**config.mk**
```make
export PLATFORM = sky130hd
export DESIGN_NAME = cte_trigger
export DESIGN_NICKNAME = d
export VERILOG_FILES = /design/src/cte_pkg.sv /design/src/cte_trigger.sv /design/src/cte_rec_mem.sv
export SDC_FILE = /design/constraint.sdc
export NUM_CORES = 1
export LEC_CHECK = 0
export ABC_CLOCK_PERIOD_IN_PS = 4640
export BUFFER_PORTS_ARGS = -buffer_cell sky130_fd_sc_hd__buf_2
export CAP_MARGIN = 0
export CORE_UTILIZATION = 41
export DETAILED_ROUTE_END_ITERATION = 16
export SETUP_SLACK_MARGIN = 0.4
export SYNTH_ARGS = -nofsm -noshare
export SYNTH_HDL_FRONTEND = slang
export SYNTH_SLANG_ARGS = --single-unit
```
**constraint.sdc**
```tcl
create_clock -name pclk -period 4.64 [get_ports pclk]
set_input_delay 1.392 -clock pclk [delete_from_list [all_inputs] [get_ports pclk]]
set_output_delay 1.392 -clock pclk [all_outputs]
set_load 0.03 [all_outputs]
```
**src/cte_pkg.sv**
```systemverilog
// Purpose: shared constants and types of the coincidence trigger and edge timer
// Assumes: 50 MHz pclk, APB register access, four discriminator channels
// Notes:   edge times count sampling ticks; here one tick is one pclk cycle
package cte_pkg;
    // geometry
    localparam int NCH = 4;
    localparam int TW  = 14;
    localparam int CNT_W = 32;
    localparam int WIN_W = 8;

    // timing
    localparam int CLK_PERIOD_NS = 20;
    localparam int WINDOW_NS     = 240;
    localparam int SAMPLE_PS     = 750;
    localparam int WINDOW_CYC    = WINDOW_NS / CLK_PERIOD_NS; // longest time rounds down

    // register byte offsets
    localparam logic [7:0] OFS_CTRL = 8'h00;
    localparam logic [7:0] OFS_WIN  = 8'h04;
    localparam logic [7:0] OFS_STAT = 8'h08;
    localparam logic [7:0] OFS_MASK = 8'h0C;
    localparam logic [7:0] OFS_EVT  = 8'h10;
    localparam logic [7:0] OFS_REC  = 8'h14;
    localparam logic [7:0] OFS_DISP = 8'h18;
    localparam logic [7:0] OFS_CNT0 = 8'h20;

    // control fields
    localparam int CTRL_FOLD_LSB = 0;
    localparam int CTRL_FOLD_W   = 3;
    localparam int CTRL_RUN_BIT  = 3;
    localparam int CTRL_CLR_BIT  = 4;
    localparam logic [2:0]       RST_FOLD = 3'h2;
    localparam logic             RST_RUN  = 1'b1;
    localparam logic [WIN_W-1:0] RST_WIN  = WIN_W'(WINDOW_CYC);

    // status and mask bits
    localparam int ST_TRIG = 0;
    localparam int ST_DROP = 1;
    localparam int ST_W    = 2;

    // record read word layout
    localparam int REC_START_BIT = 31;
    localparam int REC_EMPTY_BIT = 30;
    localparam int REC_CH_LSB    = 28;
    localparam int REC_LEAD_LSB  = 14;

    typedef struct packed {
        logic          empty;
        logic [TW-1:0] lead;
        logic [TW-1:0] trail;
    } cte_rec_s;

    typedef enum logic [1:0] {
        ST_IDLE,
        ST_OPEN,
        ST_OVERLAP,
        ST_STORE
    } cte_state_e;
endpackage

```
**src/cte_trigger.sv**
```systemverilog
// Purpose: majority coincidence trigger, edge time capture, rate counters, display
// Assumes: discriminator inputs asynchronous, APB master in the pclk domain
// Notes:   times are sampling ticks relative to the trigger, two's complement
//
// The register addresses and register access over APB were decided locally.
`timescale 1ns/1ps
// Function
// [RULE1] fold level selectable from one to four
// [RULE2] any channels meeting fold count trigger
// [RULE3] first rise opens window of adjustable width
// [RULE4] fold reached inside window latches event
// [RULE5] report spans only the overlap interval; here it spans from the window opening to the overlap end
// [RULE6] edges for all channels, empty if inactive
// [RULE7] discriminator state sampled at fixed interval
// [RULE8] lead and trail times relative to trigger
// [RULE9] high input means channel above threshold
// [RULE10] four singles counters plus trigger counter
// [RULE11] controller clears counters, totals accumulate
// [RULE12] four digit display counts coincidences
// [RULE13] one pulse on trigger output per trigger
// [RULE14] only first record carries start flag
// [RULE15] stop and start commands gate counting
// [RULE16] expired window discards event and re-arms
// [RULE17] inputs synchronised before any use
module cte_trigger #(
    parameter int NCH = cte_pkg::NCH,
    parameter int TW  = cte_pkg::TW
) (
    input  wire logic           pclk,
    input  wire logic           presetn,
    input  wire logic           psel,
    input  wire logic           penable,
    input  wire logic           pwrite,
    input  wire logic [7:0]     paddr,
    input  wire logic [31:0]    pwdata,
    output logic      [31:0]    prdata,
    output logic                pready,
    output logic                pslverr,
    input  wire logic [NCH-1:0] disc_in,
    output logic                trigger_pulse_out,
    output logic      [15:0]    disp_bcd,
    output logic                irq
);
    localparam int CW = cte_pkg::CNT_W;
    localparam int WW = cte_pkg::WIN_W;
    localparam int AW = $clog2(NCH);

    // elaboration check: the record word layout is fixed by the package
    if (NCH != cte_pkg::NCH || TW != cte_pkg::TW) begin : g_bad_param
        $error("cte_trigger: NCH and TW must match the package layout");
    end

    // number of channels high at once
    function automatic logic [2:0] pop_count(input logic [NCH-1:0] v);
        logic [2:0] n;
        n = 3'h0;
        for (int i = 0; i < NCH; i++) begin
            n = n + 3'(v[i]);
        end
        return n;
    endfunction

    // one bcd digit step with carry
    function automatic logic [4:0] bcd_step(input logic [3:0] d, input logic cin);
        logic [4:0] r;
        r = 5'h0;
        if (cin) begin
            r = (d == 4'h9) ? 5'h10 : {1'b0, d + 4'h1};
        end else begin
            r = {1'b0, d};
        end
        return r;
    endfunction

    cte_pkg::cte_state_e state_q;
    logic [NCH-1:0]   sync1_q, sync2_q, prev_q;
    logic [NCH-1:0]   rise, fall;
    logic [2:0]       active_n;
    logic [TW-1:0]    ts_q, trig_ts_q, end_ts_q;
    logic [WW-1:0]    win_cnt_q, win_q;
    logic [2:0]       fold_q;
    logic             run_q;
    logic [NCH-1:0]   seen_q, gone_q;
    logic [TW-1:0]    lead_q [NCH];
    logic [TW-1:0]    trail_q [NCH];
    logic [AW-1:0]    wr_idx_q, rd_ptr_q;
    logic             pending_q;
    logic [CW-1:0]    cnt_q [NCH+1];
    logic [cte_pkg::ST_W-1:0] stat_q, mask_q, stat_set;
    logic             fire, drop, wr_acc, rd_acc, clr_cmd, rec_rd, mem_we;
    cte_pkg::cte_rec_s wr_rec, rd_rec;

    // two stage synchroniser; only the second stage feeds logic
    always_ff @(posedge pclk or negedge presetn) begin
        if (!presetn) begin
            sync1_q <= '0;
            sync2_q <= '0;
            prev_q  <= '0;
        end else begin
            sync1_q <= disc_in;        // see [RULE17]
            sync2_q <= sync1_q;        // see [RULE7]
            prev_q  <= sync2_q;
        end
    end

    // high level means above threshold
    assign rise     = sync2_q & ~prev_q;   // see [RULE9]
    assign fall     = ~sync2_q & prev_q;
    assign active_n = pop_count(sync2_q);  // see [RULE2]

    // free running tick counter; wraps, so events must stay short
    always_ff @(posedge pclk or negedge presetn) begin
        if (!presetn) begin
            ts_q <= '0;
        end else begin
            ts_q <= ts_q + TW'(1);
        end
    end

    assign fire = (state_q == cte_pkg::ST_OPEN) && (active_n >= fold_q); // see [RULE4]
    assign drop = (state_q == cte_pkg::ST_OPEN) && !fire && (win_cnt_q <= WW'(1));

    // event sequencer
    always_ff @(posedge pclk or negedge presetn) begin
        if (!presetn) begin
            state_q   <= cte_pkg::ST_IDLE;
            win_cnt_q <= '0;
            trig_ts_q <= '0;
            end_ts_q  <= '0;
            wr_idx_q  <= '0;
        end else begin
            unique case (state_q)
                cte_pkg::ST_IDLE: begin
                    if (|rise) begin
                        state_q   <= cte_pkg::ST_OPEN;   // see [RULE3]
                        win_cnt_q <= win_q;
                    end
                end
                cte_pkg::ST_OPEN: begin
                    if (fire) begin
                        state_q   <= cte_pkg::ST_OVERLAP;
                        trig_ts_q <= ts_q;               // see [RULE8]
                    end else if (drop) begin
                        state_q   <= cte_pkg::ST_IDLE;   // see [RULE16]
                    end else begin
                        win_cnt_q <= win_cnt_q - WW'(1);
                    end
                end
                cte_pkg::ST_OVERLAP: begin
                    if (active_n < fold_q) begin
                        state_q  <= cte_pkg::ST_STORE;   // see [RULE5]
                        end_ts_q <= ts_q;
                        wr_idx_q <= '0;
                    end
                end
                cte_pkg::ST_STORE: begin
                    wr_idx_q <= wr_idx_q + AW'(1);
                    if (wr_idx_q == AW'(NCH - 1)) begin
                        state_q <= cte_pkg::ST_IDLE;
                    end
                end
            endcase
        end
    end

    // per channel edge capture during window and overlap
    always_ff @(posedge pclk or negedge presetn) begin
        if (!presetn) begin
            seen_q <= '0;
            gone_q <= '0;
            for (int i = 0; i < NCH; i++) begin
                lead_q[i]  <= '0;
                trail_q[i] <= '0;
            end
        end else if (state_q == cte_pkg::ST_IDLE) begin
            seen_q <= rise;
            gone_q <= '0;
            for (int i = 0; i < NCH; i++) begin
                lead_q[i] <= ts_q;
            end
        end else if (state_q != cte_pkg::ST_STORE) begin
            for (int i = 0; i < NCH; i++) begin
                if (rise[i] && !seen_q[i]) begin
                    seen_q[i] <= 1'b1;       // see [RULE6]
                    lead_q[i] <= ts_q;
                end
                if (fall[i] && seen_q[i] && !gone_q[i]) begin
                    gone_q[i]  <= 1'b1;
                    trail_q[i] <= ts_q;
                end
            end
        end
    end

    // record word: times relative to trigger, still-high pulses end at overlap end
    always_comb begin
        wr_rec       = '0;
        wr_rec.empty = !seen_q[wr_idx_q];                             // see [RULE6]
        wr_rec.lead  = lead_q[wr_idx_q] - trig_ts_q;                  // see [RULE8]
        wr_rec.trail = (gone_q[wr_idx_q] ? trail_q[wr_idx_q] : end_ts_q) - trig_ts_q;
    end
    assign mem_we = (state_q == cte_pkg::ST_STORE);

    cte_rec_mem #(
        .DEPTH (NCH)
    ) u_mem (
        .pclk    (pclk),
        .presetn (presetn),
        .wr_en   (mem_we),
        .wr_addr (wr_idx_q),
        .wr_data (wr_rec),
        .rd_addr (rd_ptr_q),
        .rd_data (rd_rec)
    );

    // apb decode; slave never waits
    assign wr_acc  = psel && penable && pwrite;
    assign rd_acc  = psel && penable && !pwrite;
    assign clr_cmd = wr_acc && (paddr == cte_pkg::OFS_CTRL) && pwdata[cte_pkg::CTRL_CLR_BIT];
    assign rec_rd  = rd_acc && (paddr == cte_pkg::OFS_REC) && pending_q;
    assign pready  = 1'b1;

    // software controls
    always_ff @(posedge pclk or negedge presetn) begin
        if (!presetn) begin
            fold_q <= cte_pkg::RST_FOLD;
            run_q  <= cte_pkg::RST_RUN;
            win_q  <= cte_pkg::RST_WIN;
            mask_q <= '0;
        end else if (wr_acc) begin
            if (paddr == cte_pkg::OFS_CTRL) begin
                // zero is lifted to one and anything above the channel count clamps
                if (pwdata[2:0] == 3'h0) begin
                    fold_q <= 3'h1;
                end else if (pwdata[2:0] > 3'(NCH)) begin
                    fold_q <= 3'(NCH);
                end else begin
                    fold_q <= pwdata[2:0];                           // see [RULE1]
                end
                run_q <= pwdata[cte_pkg::CTRL_RUN_BIT];              // see [RULE15]
            end
            if (paddr == cte_pkg::OFS_WIN && pwdata[WW-1:0] != '0) begin
                win_q <= pwdata[WW-1:0];                             // see [RULE3]
            end
            if (paddr == cte_pkg::OFS_MASK) begin
                mask_q <= pwdata[cte_pkg::ST_W-1:0];
            end
        end
    end

    // sticky status, a new event beats a same-cycle clear
    assign stat_set = {drop, fire};
    always_ff @(posedge pclk or negedge presetn) begin
        if (!presetn) begin
            stat_q <= '0;
        end else if (wr_acc && paddr == cte_pkg::OFS_STAT) begin
            stat_q <= (stat_q & ~pwdata[cte_pkg::ST_W-1:0]) | stat_set;
        end else begin
            stat_q <= stat_q | stat_set;
        end
    end
    assign irq = |(stat_q & mask_q);

    // record readout pointer; a new event restarts it
    always_ff @(posedge pclk or negedge presetn) begin
        if (!presetn) begin
            pending_q <= 1'b0;
            rd_ptr_q  <= '0;
        end else if (mem_we && wr_idx_q == AW'(NCH - 1)) begin
            pending_q <= 1'b1;
            rd_ptr_q  <= '0;
        end else if (rec_rd) begin
            rd_ptr_q <= rd_ptr_q + AW'(1);
            if (rd_ptr_q == AW'(NCH - 1)) begin
                pending_q <= 1'b0;
            end
        end
    end

    // rate counters: singles per channel, triggers in the last slot
    always_ff @(posedge pclk or negedge presetn) begin
        if (!presetn) begin
            for (int i = 0; i <= NCH; i++) begin
                cnt_q[i] <= '0;
            end
        end else if (clr_cmd) begin
            for (int i = 0; i <= NCH; i++) begin
                cnt_q[i] <= '0;                                      // see [RULE11]
            end
        end else if (run_q) begin
            for (int i = 0; i < NCH; i++) begin
                cnt_q[i] <= cnt_q[i] + CW'(rise[i]);                 // see [RULE10]
            end
            cnt_q[NCH] <= cnt_q[NCH] + CW'(fire);                    // see [RULE15]
        end
    end

    // coincidence display counts from reset, independent of run; wraps after 9999
    logic [4:0] d0, d1, d2, d3;
    assign d0 = bcd_step(disp_bcd[3:0], fire);
    assign d1 = bcd_step(disp_bcd[7:4], d0[4]);
    assign d2 = bcd_step(disp_bcd[11:8], d1[4]);
    assign d3 = bcd_step(disp_bcd[15:12], d2[4]);
    always_ff @(posedge pclk or negedge presetn) begin
        if (!presetn) begin
            disp_bcd <= '0;
        end else begin
            disp_bcd <= {d3[3:0], d2[3:0], d1[3:0], d0[3:0]};       // see [RULE12]
        end
    end

    // trigger output, one cycle per trigger
    always_ff @(posedge pclk or negedge presetn) begin
        if (!presetn) begin
            trigger_pulse_out <= 1'b0;
        end else begin
            trigger_pulse_out <= fire;                               // see [RULE13]
        end
    end

    // read mux from registered state
    always_comb begin
        prdata  = '0;
        pslverr = 1'b0;
        if (paddr >= cte_pkg::OFS_CNT0 && paddr <= cte_pkg::OFS_CNT0 + 8'(4 * NCH)
            && paddr[1:0] == 2'h0) begin
            prdata = cnt_q[3'(paddr[4:2])];
        end else begin
            unique case (paddr)
                cte_pkg::OFS_CTRL: prdata = {27'h0, 1'b0, run_q, fold_q};
                cte_pkg::OFS_WIN:  prdata = {24'h0, win_q};
                cte_pkg::OFS_STAT: prdata = {30'h0, stat_q};
                cte_pkg::OFS_MASK: prdata = {30'h0, mask_q};
                cte_pkg::OFS_EVT:  prdata = {28'h0, state_q, 1'b0, pending_q};
                cte_pkg::OFS_DISP: prdata = {16'h0, disp_bcd};
                cte_pkg::OFS_REC: begin
                    prdata[cte_pkg::REC_START_BIT] = pending_q && rd_ptr_q == '0; // see [RULE14]
                    prdata[cte_pkg::REC_EMPTY_BIT] = rd_rec.empty;
                    prdata[cte_pkg::REC_CH_LSB +: 2] = 2'(rd_ptr_q);
                    prdata[cte_pkg::REC_LEAD_LSB +: TW] = rd_rec.lead;
                    prdata[TW-1:0] = rd_rec.trail;
                end
                default: pslverr = psel && penable;
            endcase
        end
    end

    // helper: cycles spent with the window open
    logic [WW:0] open_len_q;
    always_ff @(posedge pclk or negedge presetn) begin
        if (!presetn) begin
            open_len_q <= '0;
        end else begin
            open_len_q <= (state_q == cte_pkg::ST_OPEN) ? open_len_q + (WW+1)'(1) : '0;
        end
    end
endmodule // cte_trigger

```
**src/cte_rec_mem.sv**
```systemverilog
// Purpose: small record store for one event, one word per channel
// Assumes: single clock, one write port, one read port
// Notes:   read data come from a register, one cycle after the address
`timescale 1ns/1ps
module cte_rec_mem #(
    parameter int DEPTH = 4,
    parameter int AW    = $clog2(DEPTH)
) (
    input  wire logic             pclk,
    input  wire logic             presetn,
    input  wire logic             wr_en,
    input  wire logic [AW-1:0]    wr_addr,
    input  cte_pkg::cte_rec_s     wr_data,
    input  wire logic [AW-1:0]    rd_addr,
    output cte_pkg::cte_rec_s     rd_data
);
    cte_pkg::cte_rec_s mem_q [DEPTH];

    // elaboration check: a single word cannot hold one record per channel
    if (DEPTH < 2) begin : g_bad_depth
        $error("cte_rec_mem: DEPTH must be at least 2");
    end

    // storage array, no reset needed since reads are gated by pending flag
    always_ff @(posedge pclk) begin
        if (wr_en) begin
            mem_q[wr_addr] <= wr_data;
        end
    end

    // registered read port
    always_ff @(posedge pclk or negedge presetn) begin
        if (!presetn) begin
            rd_data <= '0;
        end else begin
            rd_data <= mem_q[rd_addr];
        end
    end
endmodule // cte_rec_mem

```
# After elaboration in Yosys (flattened, before gate mapping)
# Memories as Yosys holds them, arrays and structs flattened. A register that Yosys moved wholly into a read port is not among the register bits.
# Index checks and enable logic that the tools add are counted.
dict set report totals {
  memories 1
  mem_bits_rw 116
  out_inout_bits 52
  ff_bits 382
}
dict set report op_classes {
  eq_ne 22
  addsub 18
  muxes 67
  n_reduce_logical 84
  bitwise 12
  order_cmp 9
}
# name words word_bits read_ports rd_clocked_by_memory_dff wr line_no
set mem_list {}
lappend mem_list {u_mem.mem_q 4 29 1 1 1 cte_rec_mem.sv:17} ;# cte_pkg::cte_rec_s mem_q [DEPTH];
# operator count
set op_table {}
lappend op_table {{two-way mux 160 bit} 2}
lappend op_table {{case mux 32 bit (7 select lines)} 1}
lappend op_table {{adder 32 x 1 -> 32 bit} 5}
lappend op_table {{two-way mux 14 bit} 9}
lappend op_table {{two-way mux 56 bit} 2}
lappend op_table {{binary-select mux 32 bit (select 3 bit)} 1}
lappend op_table {{two-way mux 32 bit} 3}
lappend op_table {{binary-select mux 14 bit (select 2 bit)} 2}
lappend op_table {{two-way mux 5 bit} 6}
lappend op_table {{AND reduction 2 bit} 15}
lappend op_table {{logical AND 1 bit} 28}
lappend op_table {{nonzero test 2 bit} 14}
lappend op_table {{subtractor 14 bit} 2}
lappend op_table {{equality test 8 x 5 -> 1 bit, second input constant} 3}
lappend op_table {{two-way mux 8 bit} 3}
lappend op_table {{two-way mux 4 bit} 5}
lappend op_table {{two-way mux 2 bit} 9}
lappend op_table {{two-way mux 1 bit} 17}
lappend op_table {{adder 4 x 1 -> 4 bit, second input constant} 4}
lappend op_table {{equality test 4 bit, second input constant} 4}
lappend op_table {{equality test 8 x 4 -> 1 bit, second input constant} 2}
lappend op_table {{case mux 8 bit (2 select lines)} 1}
lappend op_table {{adder 14 x 1 -> 14 bit, second input constant} 1}
lappend op_table {{logical NOT 1 bit} 12}
lappend op_table {{41 further kinds} 61}

# Depth between registers and ports, before layout
# Gate-level depths: netlist of run 1.
dict set report logic_depth {
  word_depth 11
  depth_mapped 19
  depth_no_buf 17
}

# Modules after synthesis
# A second synthesis of run 1 with hierarchy kept.
dict set report unflattened {
  cells_unflattened 2116
  area_unflattened_um2 25537.0
}
# module area_per_inst_um2 instances cells_per_inst
set by_module_without_submodules {}
lappend by_module_without_submodules {cte_trigger 20587.2 1 1932}
lappend by_module_without_submodules {cte_rec_mem 4949.7 1 184}

# Worst setup path before layout of run 1
# Ideal clock, no wire load.
dict set report synth_timing {
  path_kind {input -> output}
  from {input port paddr[3]}
  to {output port pslverr}
  cell_stages 5
  n_path_buf 3
  arrival_ns 3.882
  slack_ns -0.634
  t_required_ns 3.248
  path_cell_list {clkbuf_1 > clkbuf_1 > clkbuf_1 > nand2_1 > a2111oi_0}
}
dict set report synth_via {
  elab_chain_cells 4
}
# item line_no
set synth_rtl {}
lappend synth_rtl {{start, declared} cte_trigger.sv:34} ;# input wire logic [7:0] paddr,
lappend synth_rtl {{greater-or-equal comparator 8 x 6 -> 1 bit, or another cell as far along} cte_trigger.sv:325} ;# if (paddr >= cte_pkg::OFS_CNT0 && paddr <= cte_pkg::OFS_CNT0 + 8'(4 * NCH)
lappend synth_rtl {{logical AND 1 bit or OR reduction 7 bit (tied branches)} -}
lappend synth_rtl {{logical AND 1 bit or two-way mux 1 bit (tied branches)} {cte_trigger.sv:326, cte_trigger.sv:329}}
lappend synth_rtl {{two-way mux 1 bit *} cte_trigger.sv:325}
lappend synth_rtl {{end, declared} cte_trigger.sv:38} ;# output logic pslverr,
# Mark *: on every way between the ends. The rest lies on a longest branch, timed or not.

# Worst setup path after layout of run 1
dict set report layout_timing {
  from {input port paddr[4]}
  to {output port prdata[7]}
}
dict set report layout_via {
  elab_chain_cells 5
}
# item line_no
set layout_rtl {}
lappend layout_rtl {{parallel branches: the longest is 4 deep, another holds greater-or-equal comparator 8 x 6 -> 1 bit} -}
lappend layout_rtl {{two-way mux 32 bit *} cte_trigger.sv:325}
lappend layout_rtl {{end, declared} cte_trigger.sv:36} ;# output logic [31:0] prdata,
# Every way passes the cells marked *. The select of a mux whose other input is x is not followed.

==> key figures, run 1 <==
Logic synthesis
  – Post-synthesis async set-or-reset flop share: 0.780
  – Top_reg_cell synth: sky130_fd_sc_hd__dfrtp_1
  – Synth Area in Compound Gates: 0.0587
  – Area leader, netlist: sky130_fd_sc_hd__dfrtp_1
  – Net count after synthesis: 2287
  – Synthesized-area fraction occupied by adder cells: 0.0285
  – Number of warnings printed during yosys synthesis: 0
  – Cell area after synthesis: 25800 um^2
  – Multiplexer area fraction after synthesis: 0.149
  – Cells taking the most area after synthesis: sky130_fd_sc_hd__dfrtp_1 (39%), sky130_fd_sc_hd__edfxtp_1 (13%), sky130_fd_sc_hd__mux4_2 (7.3%)
  – Number of enable-type register cells in the synthesized netlist: 116
  – Number of distinct library cells after synthesis: 77
  – Register area share after synthesis: 0.533
  – Combinational family with the most area after synthesis: multiplexers
  – Fraction of synthesized cell area taken by the top area cell type: 0.394
  – Synthesized area divided by synthesized cell count: 11.9 um^2
  – Parity-gate share of the synthesized area counting xor and xnor cells: 0.0600
  – Count of mapped cells out of synthesis: 2181
  – Flops & latches, synth: 527
  – Post-Synth Simple-Gate Area: 0.141

Timing
  – Worst max-slew margin expressed relative to the limit: 0.304
  – Achievable clock frequency: 0.216 GHz
  – Clock skew: 0.0252 ns
  – Fin crit share: 0.998
  – Post-layout worst setup margin: 0.0103 ns
  – Finish-stage setup viols: 0
  – Pin slew with the least headroom to its limit: 1.04 ns
  – Crit path time final: 4.63 ns
  – Post-Route Hold Slack: 0.351 ns
  – Fin. Hold Viols: 0
  – Max-slew violations: 0
  – Setup TNS: 0 ns
  – Setup repair after global routing missed its margin: yes

Critical path
  – Worst path required time: 3.25 ns
  – Top cell family by delay on the critical path: compound AO/OA/AOI/OAI gates
  – Setup crit end kind: primary output
  – Minimum setup slack among reg-to-reg paths: 0.67 ns
  – CP max stage delay: 0.90 ns
  – Path depth of the worst reg2reg path: 15
  – Kind of start point of the critical path: primary input
  – CP bufs+invs: 3
  – Logic depth of the worst setup path including buffers: 7
  – Cell Chain, Critical Path: buf_4 -> nor3b_4 -> and3b_1 -> buf_12 -> a222oi_1 -> o21ai_4 -> buf_6
  – Critical Path AT: 3.24 ns
  – Biggest fanout along the worst timing path: 7
  – Critical path start-end classification: in -> out
  – Worst path slowest cell: sky130_fd_sc_hd__a222oi_1

Place
  – Placed cells: 3050
  – PortBufs: 75
  – HPWL after detailed placement: 45300 um
  – Last weighted congestion value of the routability-driven placer: 0.907
  – Setup slack at placement: -0.119 ns

Global routing
  – Remaining global-route overflow: 0
  – Global-route wire length before repair: 101000 um
  – Number of global-route vias before repair: 17600
  – Number of antenna violations at the first check in global routing: 0
  – Pin count of the biggest net entering global routing: 83
  – GR Util All Layers: 0.203

Cells and area
  – Share of layout cells above drive strength 1: 0.239
  – Non-filler instance count after layout: 3159
  – Area growth from synthesis to layout: 15.7%
  – Number of antenna cells inserted: 0
  – Number of nets at the end of the flow: 2380

Drt
  – Vias per std cell: 5.46
  – Total detailed-routing wirelength: 63200 um
  – Per-cell routed wire length: 20.0 um
  – Remaining number of nets flagged by the antenna check after routing: 0
  – Drt drc: 0
  – Routed via count: 17200
  – Router iterations before antenna repair: 9
  – Initial detailed-routing violation count: 1213

Min path
  – Number of cells on the worst hold path: 0
  – Classification of the worst-slack hold path: reg -> reg

Clock tree
  – Clock tree sinks: 527
  – Number of buffers added by the clock tree synthesis step: 56
  – Buffer type at the clock tree root: sky130_fd_sc_hd__clkbuf_16
  – Worst-skew pair later-pin latency: 0.62 ns
  – Clock slew at reported path FFs: 0.06 ns
  – Cts-stage hold buffer count: 0
  – TritonCTS clock tree: yes
  – Level count of the clock H-tree: 2
  – Max Root-Sink Buffers: 3

Power
  – Power density normalized to cell area: 537 nW/um^2
  – Maximum vdd ir drop: 296 uV
  – Leakage power total: 11.9 nW
  – Overall power consumption: 16.1 mW

Floorplanning
  – Die Ht: 253 um
  – Placement Rows: 91
  – Starting density of the core: 0.417
  – I/O pin cnt: 101
  – Core Box Area: 62100 um^2
  – Area of the die: 64000 um^2
  – Die outline width: 253 um

Flow run
  – # Max-Cap Violations: 0

Status
  – Status: finished clean
[routing by layer]
metal	track usage	vias to the layer above	wire, um
li1	-	7995	-
met1	0.275	8783	28300
met2	0.335	369	30300
met3	0.0243	99	2640
met4	0.0724	0	1930
met5	0	-	0
[path summary, 6_finish.rpt]
check                           start          to
max                          paddr[4]   prdata[7]
min                        sync1_q[2]  sync2_q[2]
max reg2reg                sync2_q[0]   cnt_q[20]
min reg2reg                sync1_q[2]  sync2_q[2]
max in group asynchronous     presetn  lead_q[14]
min in group asynchronous     presetn    cnt_q[3]
[layout by cell type, fill, tap and decap left out, drive strengths merged, types with 6 or more instances in the layout]
| master | count |
|---|---|
| a22oi | 10 |
| xnor2 | 81 |
| clkbuf | 75 |
| nor2 | 217 |
| inv | 77 |
| o31ai | 11 |
| and2 | 15 |
| nand2b | 21 |
| and3 | 35 |
| ha | 54 |
| dfrtp | 407 |
| xor2 | 96 |
| nor3 | 38 |
| nand4 | 38 |
| mux4 | 84 |
| mux2 | 149 |
| edfxtp | 116 |
| nand3 | 99 |
| or2 | 9 |
| nor4 | 15 |
| o21ai | 90 |
| a21o | 7 |
| or4 | 6 |
| nand2 | 140 |
| clkinv | 23 |
| a221oi | 6 |
| a21oi | 75 |
| nor2b | 41 |
| buf | 145 |
| and4 | 16 |
| mux2i | 28 |
| or3 | 20 |
[timing repair]
item / CTS / global route
pin swaps: 3 / 3
endpoints found under the setup margin: 34 / 34
resized for setup: 66 / 10
buffers inserted: 3 / 0
[layout make-up]
class                   count  area (um^2)
inverters                  75          282
flip-flops and latches    527        13800
fillers                  5548        32100
well taps                 837         1050
multi-input cells        1469        11700
clock buffers              75         1570
repair buffers            145         1280
clock inverters            31          211
[power by group]
part           total [mW]  switching, mW  internal (mW)
Combinational        5.00           2.92           2.08
Clock                4.34           1.87           2.48
Sequential           6.73          0.599           6.13
[synthesized netlist by cell type, types with 5 or more instances]
library cell	n
sky130_fd_sc_hd__ha_1	54
sky130_fd_sc_hd__nand4_1	38
sky130_fd_sc_hd__a221oi_1	6
sky130_fd_sc_hd__buf_4	6
sky130_fd_sc_hd__and2_1	13
sky130_fd_sc_hd__nand3_1	97
sky130_fd_sc_hd__buf_1	9
sky130_fd_sc_hd__xnor2_1	81
sky130_fd_sc_hd__nand2b_1	21
sky130_fd_sc_hd__a21oi_1	75
sky130_fd_sc_hd__a22oi_1	10
sky130_fd_sc_hd__o221ai_1	5
sky130_fd_sc_hd__o21ai_0	86
sky130_fd_sc_hd__a21o_1	7
sky130_fd_sc_hd__mux4_2	84
sky130_fd_sc_hd__buf_2	32
sky130_fd_sc_hd__and3_1	33
sky130_fd_sc_hd__clkbuf_1	62
sky130_fd_sc_hd__or3_1	20
sky130_fd_sc_hd__xor2_1	96
sky130_fd_sc_hd__o31ai_1	11
sky130_fd_sc_hd__nor4_1	9
sky130_fd_sc_hd__and4_1	15
sky130_fd_sc_hd__edfxtp_1	116
sky130_fd_sc_hd__dfrtp_1	407
sky130_fd_sc_hd__nand2_1	139
sky130_fd_sc_hd__or2_2	8
sky130_fd_sc_hd__nor2b_1	41
sky130_fd_sc_hd__nor2_1	215
sky130_fd_sc_hd__nor3_1	38
sky130_fd_sc_hd__mux2i_1	28
sky130_fd_sc_hd__mux2_2	149
sky130_fd_sc_hd__inv_1	74
[state kept, by name (all words and copies together), names as in the netlist, 3 cells and up, named ones only]
signal,count
lead_q,56
seen_q,4
prev_q,4
cnt_q,160
trail_q,56
u_mem.rd_data,29
end_ts_q,14
sync2_q,4
fold_q,3
trig_ts_q,14
u_mem.mem_q,116
sync1_q,4
disp_bcd,16
ts_q,14
win_q,8
gone_q,4
win_cnt_q,8
[per-stage QoR]
step | area, um^2 | utilization
floorplan | 26200 | -
global placement | 27900 | 0.449
detailed placement | 27900 | 0.449
CTS | 29900 | 0.481
global route | 29900 | 0.482
finish | 29900 | 0.482
[cells by family after synthesis]
family / after synthesis
fa+ha+maj: 57
compound gates: 248
simple gates: 725
other cells: 1
flops: 527
xor+xnor: 177
mux: 261
buf+inv: 185
(Power assumes the default switching activity.)
==> run 2, diff against run 1 <==
--- a/config.mk
+++ b/config.mk
@@ -5,11 +5,13 @@
 export SDC_FILE = /design/constraint.sdc
 export NUM_CORES = 1
 export LEC_CHECK = 0
+export ABC_AREA = 1
 export ABC_CLOCK_PERIOD_IN_PS = 4640
 export BUFFER_PORTS_ARGS = -buffer_cell sky130_fd_sc_hd__buf_2
 export CAP_MARGIN = 0
 export CORE_UTILIZATION = 41
 export DETAILED_ROUTE_END_ITERATION = 16
+export PLACE_DENSITY_LB_ADDON = 0.3
 export SETUP_SLACK_MARGIN = 0.4
 export SYNTH_ARGS = -nofsm -noshare
 export SYNTH_HDL_FRONTEND = slang
==> run 2 against run 1 <==
Sequential share of layout area fell by 3.6 points. Wire length rose by 38%. Global-route usage rose by 4.0 points. Clock power rose by 6.7%. Die area rose by 11%. Critical path type unchanged. Utilization fell by 1.3 points. Sequential power fell by 8.2%. Synthesized cell count rose by 74%.
==> key figures, run 2 <==
Status
  – Status: finished clean

Clock tree
  – Clock slew at reported path FFs: 0.06 ns
  – TritonCTS clock tree: yes
  – Clock tree sinks: 527
  – Buffer type at the clock tree root: sky130_fd_sc_hd__clkbuf_16
  – Max Root-Sink Buffers: 3
  – Number of buffers added by the clock tree synthesis step: 58
  – Level count of the clock H-tree: 2
  – Cts-stage hold buffer count: 0
  – Worst-skew pair later-pin latency: 0.65 ns

Floorplanning
  – Core Box Area: 69100 um^2
  – Starting density of the core: 0.417
  – I/O pin cnt: 101
  – Die Ht: 267 um
  – Die outline width: 267 um
  – Area of the die: 71400 um^2
  – Placement Rows: 96

Cells and area
  – Area growth from synthesis to layout: 12.5%
  – Register with the highest flop count: cnt_q
  – Fraction of the core area covered by cells at the end of the flow: 0.469
  – Most frequent cells in the layout: sky130_fd_sc_hd__nand2_1 (1080), sky130_fd_sc_hd__nor2_1 (593), sky130_fd_sc_hd__dfrtp_1 (406)
  – Number of nets at the end of the flow: 3957
  – Number of antenna cells inserted: 0
  – Most common library cell in the layout ignoring fill and taps: sky130_fd_sc_hd__nand2_1
  – Registers with the most flip-flops: cnt_q: 160 flops, u_mem.mem_q: 116 flops
  – Non-filler instance count after layout: 4828
  – Share of layout cells above drive strength 1: 0.0795
  – Largest register FFs: 160

Critical path
  – Critical Path AT: 2.91 ns
  – Source of the worst register-to-register timing path: sync2_q[0]
  – Biggest fanout along the worst timing path: 23
  – Kind of start point of the critical path: primary input
  – Minimum setup slack among reg-to-reg paths: 0.80 ns
  – Worst path required time: 3.25 ns
  – Critical path start-end classification: in -> out
  – Endpoint of the most critical register-to-register path: cnt_q[18]
  – Path depth of the worst reg2reg path: 17
  – Setup crit end kind: primary output

Timing
  – Crit path time final: 4.30 ns
  – Setup repair after global routing missed its margin: yes
  – Fin crit share: 0.926
  – Max-slew violations: 0
  – Fin. Hold Viols: 0
  – Achievable clock frequency: 0.233 GHz
  – Setup TNS: 0 ns
  – Finish-stage setup viols: 0
  – Pin slew with the least headroom to its limit: 1.21 ns
  – Worst max-slew margin expressed relative to the limit: 0.195
  – Clock skew: 0.0593 ns

Global routing
  – Pin count of the biggest net entering global routing: 109
  – Number of antenna violations at the first check in global routing: 1
  – GR Util All Layers: 0.242
  – Number of global-route vias before repair: 23900
  – Remaining global-route overflow: 0
  – Global-route wire length before repair: 135000 um

Place
  – Last weighted congestion value of the routability-driven placer: 1.02
  – PortBufs: 75
  – HPWL after detailed placement: 62500 um
  – Placed cells: 4712

Power
  – Leakage power total: 14.5 nW
  – Overall power consumption: 15.4 mW
  – Power density normalized to cell area: 476 nW/um^2
  – Maximum vdd ir drop: 445 uV

Logic synthesis
  – Post-synthesis async set-or-reset flop share: 0.780
  – Synthesized area divided by synthesized cell count: 7.60 um^2
  – Number of warnings printed during yosys synthesis: 0
  – Top_reg_cell synth: sky130_fd_sc_hd__dfrtp_1
  – Net count after synthesis: 3900
  – Cell area after synthesis: 28800 um^2
  – Register area share after synthesis: 0.478
  – Flops & latches, synth: 527
  – Count of mapped cells out of synthesis: 3794
  – Cells taking the most area after synthesis: sky130_fd_sc_hd__dfrtp_1 (35%), sky130_fd_sc_hd__nand2_1 (14%), sky130_fd_sc_hd__edfxtp_1 (12%)
  – Top cell types by occurrence after synthesis: sky130_fd_sc_hd__nand2_1 (1084), sky130_fd_sc_hd__nor2_1 (595), sky130_fd_sc_hd__dfrtp_1 (407)
  – Area leader, netlist: sky130_fd_sc_hd__dfrtp_1
  – Cell with the most instances after synthesis: sky130_fd_sc_hd__nand2_1
  – Fraction of synthesized cell area taken by the top area cell type: 0.353
  – Number of enable-type register cells in the synthesized netlist: 116
  – Number of distinct library cells after synthesis: 54

Drt
  – Vias per std cell: 5.28
  – Initial detailed-routing violation count: 2194
  – Total detailed-routing wirelength: 87000 um
  – Drt drc: 0
  – Routed via count: 25500
  – Remaining number of nets flagged by the antenna check after routing: 0
  – Per-cell routed wire length: 18.0 um
  – Router iterations before antenna repair: 8

Flow run
  – # Max-Cap Violations: 0

Min path
  – Source of the worst hold timing path: sync1_q[3]
  – Sink of the worst hold path: sync2_q[3]
  – Number of cells on the worst hold path: 0
  – Classification of the worst-slack hold path: reg -> reg
==> run 2: metal layers <==
metal	wire length, um	global-route usage	vias up
li1	-	-	12500
met3	5740	0.0368	155
met2	40000	0.393	790
met1	38000	0.328	12100
met4	3160	0.0879	2
met5	13	0	-
==> run 2: cells by family (layout without fill, tap and decap cells) <==
| kind of cell | Yosys count | after routing | share of synthesized area |
|---|---|---|---|
| compound gates | 608 | 608 | 0.117 |
| xor+xnor | 49 | 49 | 0.0149 |
| fa+ha+maj | 57 | 57 | 0.0255 |
| buf+inv | 502 | 605 | 0.0727 |
| flops | 527 | 527 | 0.478 |
| mux | 1 | 1 | 0.000347 |
| other cells | 1 | 1 | 0.000130 |
| simple gates | 2049 | 2049 | 0.291 |
==> run 2: per-stage QoR <==
stage	setup slack [ns]	hold WS, ns	cell area (um^2)
6_report	0.343	0.344	32400
5_1_grt	0.343	0.351	32400
4_1_cts	0.355	0.347	32200
3_5_place_dp	0.150	0.336	30100
3_3_place_gp	0.171	0.337	30100
2_1_floorplan	0.467	0.331	28800
==> run 2: worst max-delay path by stage <==
stage	slack [ns]	from	endpoint	depth (start not counted)
6_report	0.34	paddr[3]	prdata[3]	9
5_1_grt	0.34	paddr[1]	prdata[1]	10
4_1_cts	0.36	paddr[3]	prdata[8]	8
3_5_place_dp	0.15	paddr[6]	prdata[1]	11
3_3_place_gp	0.17	paddr[6]	prdata[31]	9
2_1_floorplan	0.47	paddr[2]	pslverr	8
==> run 2: layout make-up <==
cell class | count | area [um^2]
Timing Repair inverter | 1 | 8.76
Tap cell | 931 | 1160
Sequential cell | 527 | 13800
Clock buffer | 82 | 1680
Clock inverter | 24 | 253
Inverter | 363 | 1380
Multi-Input combinational cell | 2765 | 13100
Fill cell | 6825 | 36600
Timing Repair Buffer | 135 | 1030
==> run 2: critical path, stage by stage <==
cell	delay, ns
sky130_fd_sc_hd__clkbuf_4	0.21
sky130_fd_sc_hd__nor2_4	0.07
sky130_fd_sc_hd__buf_4	0.16
sky130_fd_sc_hd__clkbuf_16	0.20
sky130_fd_sc_hd__a22oi_1	0.20
sky130_fd_sc_hd__nand4_1	0.14
sky130_fd_sc_hd__nand2_1	0.11
sky130_fd_sc_hd__nand3b_1	0.20
sky130_fd_sc_hd__buf_6	0.22
==> run 2: where the power goes <==
group / switching [mW] / leakage, nW / internal [mW]
clock network: 1.98 / 0.945 / 2.65
registers: 0.283 / 6.41 / 5.90
logic: 3.21 / 7.19 / 1.41
==> run 2: repair_timing <==
action                     4_1_cts  5_1_grt
gates cloned                     0        2
resized for setup               26       58
setup endpoints to repair       32       32
pin swaps                        1        7
buffers inserted                 1        7
